`config.mk`:
```
export PLATFORM = sky130hd
export DESIGN_NAME = ecc_regs
export DESIGN_NICKNAME = d
export VERILOG_FILES = /design/src/shared/ecc_pkg.sv /design/src/ecc_regs.sv
export SDC_FILE = /design/constraint.sdc
export NUM_CORES = 1
export LEC_CHECK = 0
export ABC_AREA = 0
export ABC_CLOCK_PERIOD_IN_PS = 1500
export BUFFER_PORTS_ARGS = -buffer_cell sky130_fd_sc_hd__buf_2
export CORE_MARGIN = 2
export CORE_UTILIZATION = 38
export DETAILED_ROUTE_END_ITERATION = 10
export PLACE_DENSITY = 0.83
export SLEW_MARGIN = 10
export SYNTH_ARGS = -nofsm -noshare
export SYNTH_HDL_FRONTEND = slang
export SYNTH_SLANG_ARGS = --single-unit
```
`constraint.sdc`:
```
create_clock -name core_clk_in -period 1.5 [get_ports core_clk_in]
set_input_delay 0.225 -clock core_clk_in [delete_from_list [all_inputs] [get_ports core_clk_in]]
set_output_delay 0.225 -clock core_clk_in [all_outputs]
set_load 0.03 [all_outputs]
```
`src/shared/ecc_pkg.sv`:
```
// Package for the excitation current control register block.
// Assumes an 8-bit special-function bus from the core, one clock domain.
`default_nettype none
package ecc_pkg;
   localparam logic [7:0] ECC_REG_ADDR = 8'hd5;
   localparam logic [7:0] ECC_RESET_VAL = 8'h00;
   localparam logic [7:0] ECC_WRITE_MASK = 8'h7f;
   localparam int ECC_BIT_RESERVED = 7;
   localparam int ECC_BIT_BURNOUT = 6;
   localparam int ECC_BIT_AUX_CORR = 5;
   localparam int ECC_BIT_PRI_CORR = 4;
   localparam int ECC_BIT_SRC2_PIN = 3;
   localparam int ECC_BIT_SRC1_PIN = 2;
   localparam int ECC_BIT_SRC2_EN = 1;
   localparam int ECC_BIT_SRC1_EN = 0;

   // Analog control outputs toward the current source cells
   typedef struct packed {
      logic burnout_source_enable;
      logic aux_current_correction;
      logic primary_current_correction;
      logic [1:0] first_excitation_pin;
      logic [1:0] second_excitation_pin;
   } ecc_ctrl_t;

   typedef struct packed {
      logic [7:0] ctrl_reg;
   } ecc_state_t;
endpackage : ecc_pkg
`default_nettype wire

```
`src/ecc_regs.sv`:
```
// Excitation current control register and its source routing decode.
// Assumes the core's SFR bus is synchronous to core_clk_in; byte access only.
//
// Notes on behaviour
// - The register lives at SFR address d5 and resets to all zeros.
// - Only whole-byte reads and writes reach it; bit access is not decoded.
// - Bit 7 is reserved, stores nothing and reads zero.
// - Bit 6 drives both burnout source enables together.
// - Bit 5 enables current correction scaling of the auxiliary converter.
// - Bit 4 enables current correction scaling of the primary converter.
// - Bit 3 high sends source two to the first pin, low to the second pin.
// - Bit 2 high sends source one to the second pin, low to the first pin.
// - Bit 1 turns source two on or off.
// - Bit 0 turns source one on or off.
// - Both sources may land on the same pin at once for a doubled current.
`timescale 1ns/100ps
`default_nettype none
module ecc_regs
(
   input wire logic core_clk_in,
   input wire logic rst_in,
   input wire logic clk_en_in,
   input wire logic [7:0] sfr_addr_in,
   input wire logic [7:0] sfr_wdata_in,
   input wire logic sfr_wr_in,
   input wire logic sfr_rd_in,
   output logic [7:0] sfr_rdata_out,
   output logic sfr_hit_out,
   output ecc_pkg::ecc_ctrl_t ctrl_out
);

   ////////////////////////////////////////////////////////////////////////
   ecc_pkg::ecc_state_t state_reg;
   ecc_pkg::ecc_state_t state_next;

   // Address decode, shared by read and write paths
   function automatic logic addr_hit(input logic [7:0] a);
      addr_hit = (a == ecc_pkg::ECC_REG_ADDR);
   endfunction : addr_hit

   // Next state: whole-byte write, reserved bit masked off
   always_comb
   begin
      state_next = state_reg;
      if (sfr_wr_in && addr_hit(sfr_addr_in))
      begin
         state_next.ctrl_reg = sfr_wdata_in & ecc_pkg::ECC_WRITE_MASK;
      end
   end

   // Register; clock enable freezes it
   always_ff @(posedge core_clk_in)
   begin
      if (rst_in)
      begin
         state_reg <= '{ctrl_reg: ecc_pkg::ECC_RESET_VAL};
      end
      else if (clk_en_in)
      begin
         state_reg <= state_next;
      end
   end

   ////////////////////////////////////////////////////////////////////////
   // Read path; hit is combinational so the core can mux its bus
   assign sfr_hit_out = addr_hit(sfr_addr_in) && (sfr_rd_in || sfr_wr_in);
   assign sfr_rdata_out = (sfr_rd_in && addr_hit(sfr_addr_in)) ?
                          state_reg.ctrl_reg : 8'h00;

   // Routing: each pin carries a two-bit source mask, so both may share a pin
   logic src1_on;
   logic src2_on;
   logic src1_sel;
   logic src2_sel;
   assign src1_on = state_reg.ctrl_reg[ecc_pkg::ECC_BIT_SRC1_EN];
   assign src2_on = state_reg.ctrl_reg[ecc_pkg::ECC_BIT_SRC2_EN];
   assign src1_sel = state_reg.ctrl_reg[ecc_pkg::ECC_BIT_SRC1_PIN];
   assign src2_sel = state_reg.ctrl_reg[ecc_pkg::ECC_BIT_SRC2_PIN];
   always_comb
   begin
      ctrl_out.burnout_source_enable = state_reg.ctrl_reg[ecc_pkg::ECC_BIT_BURNOUT];
      ctrl_out.aux_current_correction = state_reg.ctrl_reg[ecc_pkg::ECC_BIT_AUX_CORR];
      ctrl_out.primary_current_correction =
         state_reg.ctrl_reg[ecc_pkg::ECC_BIT_PRI_CORR];
      ctrl_out.first_excitation_pin = {src2_on && src2_sel, src1_on && !src1_sel};
      ctrl_out.second_excitation_pin = {src2_on && !src2_sel, src1_on && src1_sel};
   end

   // Strobes decoded from the package address, not from addr_hit, so a bad
   // decode function cannot hide its own fault
   logic chk_wr_taken;
   logic chk_wr_here;
   logic chk_rd_here;
   assign chk_wr_here = sfr_wr_in && (sfr_addr_in == ecc_pkg::ECC_REG_ADDR);
   assign chk_wr_taken = chk_wr_here && clk_en_in;
   assign chk_rd_here = sfr_rd_in && (sfr_addr_in == ecc_pkg::ECC_REG_ADDR);
endmodule : ecc_regs
`default_nettype wire

```
* After elaboration in Yosys (flattened, before gate mapping) *
Cells that the tools add are included.

operators by class
  eq/ne operators = 1
  mux-type cells = 1
  reduce and logical (&&, ||, !) cells = 11

operators with widths
  operator                                     count
  8-bit equality test (second input constant)  1
  1-bit logical AND                            7
  7-bit 2-to-1 mux                             1
  1-bit zero test                              2
  2-bit AND reduction                          1
  1-bit logical OR                             1

word-level totals
  register bits after elaboration = 7
  input port bits = 21
  output and inout bits = 16
  word-level logic and storage cells = 14

* Logic depth before layout (Yosys ltp) *
  depth after elaboration = 3
  gate-level depth with buffers = 3
  gate-level depth less buffers = 3

* Worst setup path after synthesis *
Ideal clock, no wire load.

  kind = input-to-output
  from = in sfr_addr_in[5]
  to = out sfr_hit_out
  arrival = 1.183 ns
  data required time = 1.275 ns
  slack = 0.092 ns
  stages on the path = 2
  buffers on the path = 0
  cells stage by stage = nand4bb_4 nor3_1

on the way
  longest elaborated chain between the ends = 2

RTL lines
  item                 RTL line        RTL
  start: declaration   ecc_regs.sv:23  input wire logic [7:0] sfr_addr_in,
  8-bit equality test  -
  1-bit logical AND    ecc_regs.sv:66  assign sfr_hit_out = addr_hit(sfr_addr_in) && (sfr_rd_in || sfr_wr_in);
  end: declaration     ecc_regs.sv:28  output logic sfr_hit_out,

No other way between the ends.

* Worst setup path after layout *
  from = in sfr_addr_in[3]
  to = out sfr_rdata_out[0]

on the way
  longest elaborated chain between the ends = 3

RTL lines
  item                 RTL line        RTL
  8-bit equality test  -
  1-bit logical AND    ecc_regs.sv:67  assign sfr_rdata_out = (sfr_rd_in && addr_hit(sfr_addr_in)) ?
  7-bit 2-to-1 mux     ecc_regs.sv:67
  end: declaration     ecc_regs.sv:27  output logic [7:0] sfr_rdata_out,

No other way between the ends.

==> key figures <==
Clocking
  • Clk sinks: 7
  • Post-CTS Setup Inserts: 0
  • Post-cts sizing count: 1
  • Htree depth: 1
  • Hold buffers post-CTS: 0
  • CTS tree: yes
  • Clock Latency Late Sink: ~250 ps
  • Cell chosen for the clock root: clkbuf_4
  • Clk pin slew, worst setup/hold paths: ~60 ps
  • CTS Buffer Depth: 2
  • Total CTS buffers: 3

Worst setup path
  • Crit Path Class: primary input to output port
  • Crit-path slowest cell: nor3_4
  • Worst EP arrival: 1190 ps
  • Worst Setup End Kind: output port
  • CP peak stage delay: between 200 and 300 ps
  • Cell Chain, Critical Path: buf_2 -> nand4b_4 -> nor3_4 -> and2_1 -> buf_2
  • Reg2Reg Depth: 2
  • Worst path most repeated cell: buf_2
  • Worst endpoint required time: around 1300 ps
  • Critical path fanouts, max: 7
  • Startpoint Class: primary input

Placed design
  • Routability cong.: 0.586
  • Dpl cells: between 90 and 100
  • Final HPWL DP: 897 um
  • PortBufs: 34

Cells and area
  • Fraction of layout cells with a size suffix above 1: around half
  • Largest register FFs: 7
  • Area Overhead vs Synth: 42.0%
  • Multi-input gate area: around 330 um2
  • FF+latch area: around 140 um2
  • Ant. Diodes: 0
  • Fillers: around 120
  • Nets@finish: 109
  • Final std cells w/o fill: 102

Power
  • Max VDD drop: roughly 480 uV
  • P_leak: between 0.3 and 0.4 nW
  • PD cells: between 500 and 600 nW/um2

Yosys
  • Top cells by area, synth: dfxtp_1 (28%), nand2b_1 (18%), mux2i_1 (14%)
  • Cells after Synth: 53
  • Synthesis warning total: 0
  • Area leader, netlist: dfxtp_1
  • Synthesized area per cell: ~9.4 um2
  • Number of distinct library cells after synthesis: 16
  • Area share of the largest cell type after synthesis: 28.1%
  • Count of state elements after synthesis: 7
  • Post-Syn Nets: 74
  • Mapped Area: between 400 and 500 um2
  • Sequential share of the synthesized area: between 20 and 30%

Global routing
  • Initial antenna violation count: 0
  • Largest net degree at the start of global routing: 15
  • Remaining Overflow, GRT: 0
  • First-pass GRT wire length: roughly 1400 um
  • Vias in the first global route: roughly 340
  • GRT Util Overall: between 10% and 20%

Hold path
  • WHS Path Cells: 3
  • Hold WC Path Type: primary input to flip-flop

Floorplan
  • Die height: ~40 um
  • I/O pin count: 37
  • Die area: approximately 1600 um2
  • Die W: between 40 and 50 um
  • Starting Density: about two fifths
  • Row cnt: 13
  • Core ar.: 1270 um2

Drt
  • Final WL: 1090 um
  • Avg WL per Cell: about 11 um
  • Via/cell ratio: approximately 4.5
  • Drt pass-1 iters: 2
  • Via count: ~460
  • Number of routed nets with antenna violations: 0
  • First DRT Iteration DRCs: 4
  • # DRC: 0

STA
  • Max Fclk: a little over 700 MHz
  • Tcrit/Tclk final: 94.0%
  • Crit path time final: ~1400 ps
  • Setup TNS: 0 ps
  • Final Setup Violations: 0
  • Max Slew Vio Count: 0
  • Hold Vio Cnt, Final: 0
  • RSZ-0062 raised after global routing: no
  • Skew final: 0 ps
  • Fin Hold WS: between 200 and 250 ps

Status
  • Status: finished, final reports clean

Run
  • Max-Cap Viols: 0
synthesized netlist by cell type (all sizes together):
cell type and n:
nand2b 14, and2 9, dfxtp 7, mux2i 7
buf 4, nor3 3, nor2b 2, clkbuf 1
conb 1, inv 1, nand2 1, nand4b 1
nand4bb 1, nor2 1
power by group:
part	internal, W	total [W]	leakage, nW	switching [W]
Sequential	0.000186	0.000186	0.0563	0.0000000997
Clock	0.0000972	0.000165	0.0177	0.0000683
Combinational	0.0000320	0.0000587	0.293	0.0000267
Total	0.000315	0.000410	0.367	0.0000951
layout by cell type (no fill, tap or decap):
cell type | Yosys | layout
buf_12 | 0 | 1
dfxtp_1 | 7 | 7
nor3_4 | 1 | 2
buf_2 | 0 | 34
nand2b_1 | 14 | 14
nor3_1 | 1 | 1
conb_1 | 1 | 1
clkinv_2 | 0 | 1
nand2_1 | 1 | 1
mux2i_1 | 7 | 7
and2_1 | 9 | 9
clkbuf_4 | 0 | 3
nor2b_1 | 2 | 2
inv_1 | 1 | 1
nand4b_4 | 1 | 1
nor2_1 | 1 | 1
nand4bb_4 | 1 | 1
cell type report:
cell class / instances / area share [%]
well taps: 15 / 2.65
flip-flops and latches: 7 / 19.8
repair buffers: 35 / 26.9
clock buffers: 3 / 3.19
clock inverters: 1 / 0.708
inverters: 1 / 0.531
multi-input cells: 40 / 46.2
through the flow:
step	util (%)	cell area (um2)	worst slack, ps	total power [W]
after floorplan	-	498	92.1	0.000218
after detailed placement	53.1	673	-1.56	0.000249
after CTS	55.7	707	72.8	0.000419
after global placement	53.1	673	28.4	0.000245
after global routing	55.7	707	26.0	0.000443
final	55.7	707	89.3	0.000410
critical path: cells and delay by family:
kind          cells  cell delay, ps
buf+inv           2             290
simple gates      3             660
kinds of logic after synthesis:
kind of cell | Yosys count | synth area share, %
buffers and inverters | 6 | 7.54
flip-flops | 7 | 28.1
multiplexers | 7 | 14.1
other | 1 | 0.753
AND/OR/NAND/NOR | 32 | 49.5
layer usage:
metal | share of wire [%] | GRT usage (%)
met4 | 0 | 5.00
met1 | 36 | 12.7
met2 | 53 | 28.2
met3 | 11 | 4.44
met5 | 0 | 0
final timing paths:
check	from	end	slack, ps
max	sfr_addr_in[3]	sfr_rdata_out[0]	90
min	sfr_wdata_in[6]	state_reg[6]$_SDFFE_PP0P_	230
max reg2reg	state_reg[3]$_SDFFE_PP0P_	state_reg[3]$_SDFFE_PP0P_	880
min reg2reg	state_reg[4]$_SDFFE_PP0P_	state_reg[4]$_SDFFE_PP0P_	480
Note: power is estimated with default switching activity, not from simulation.
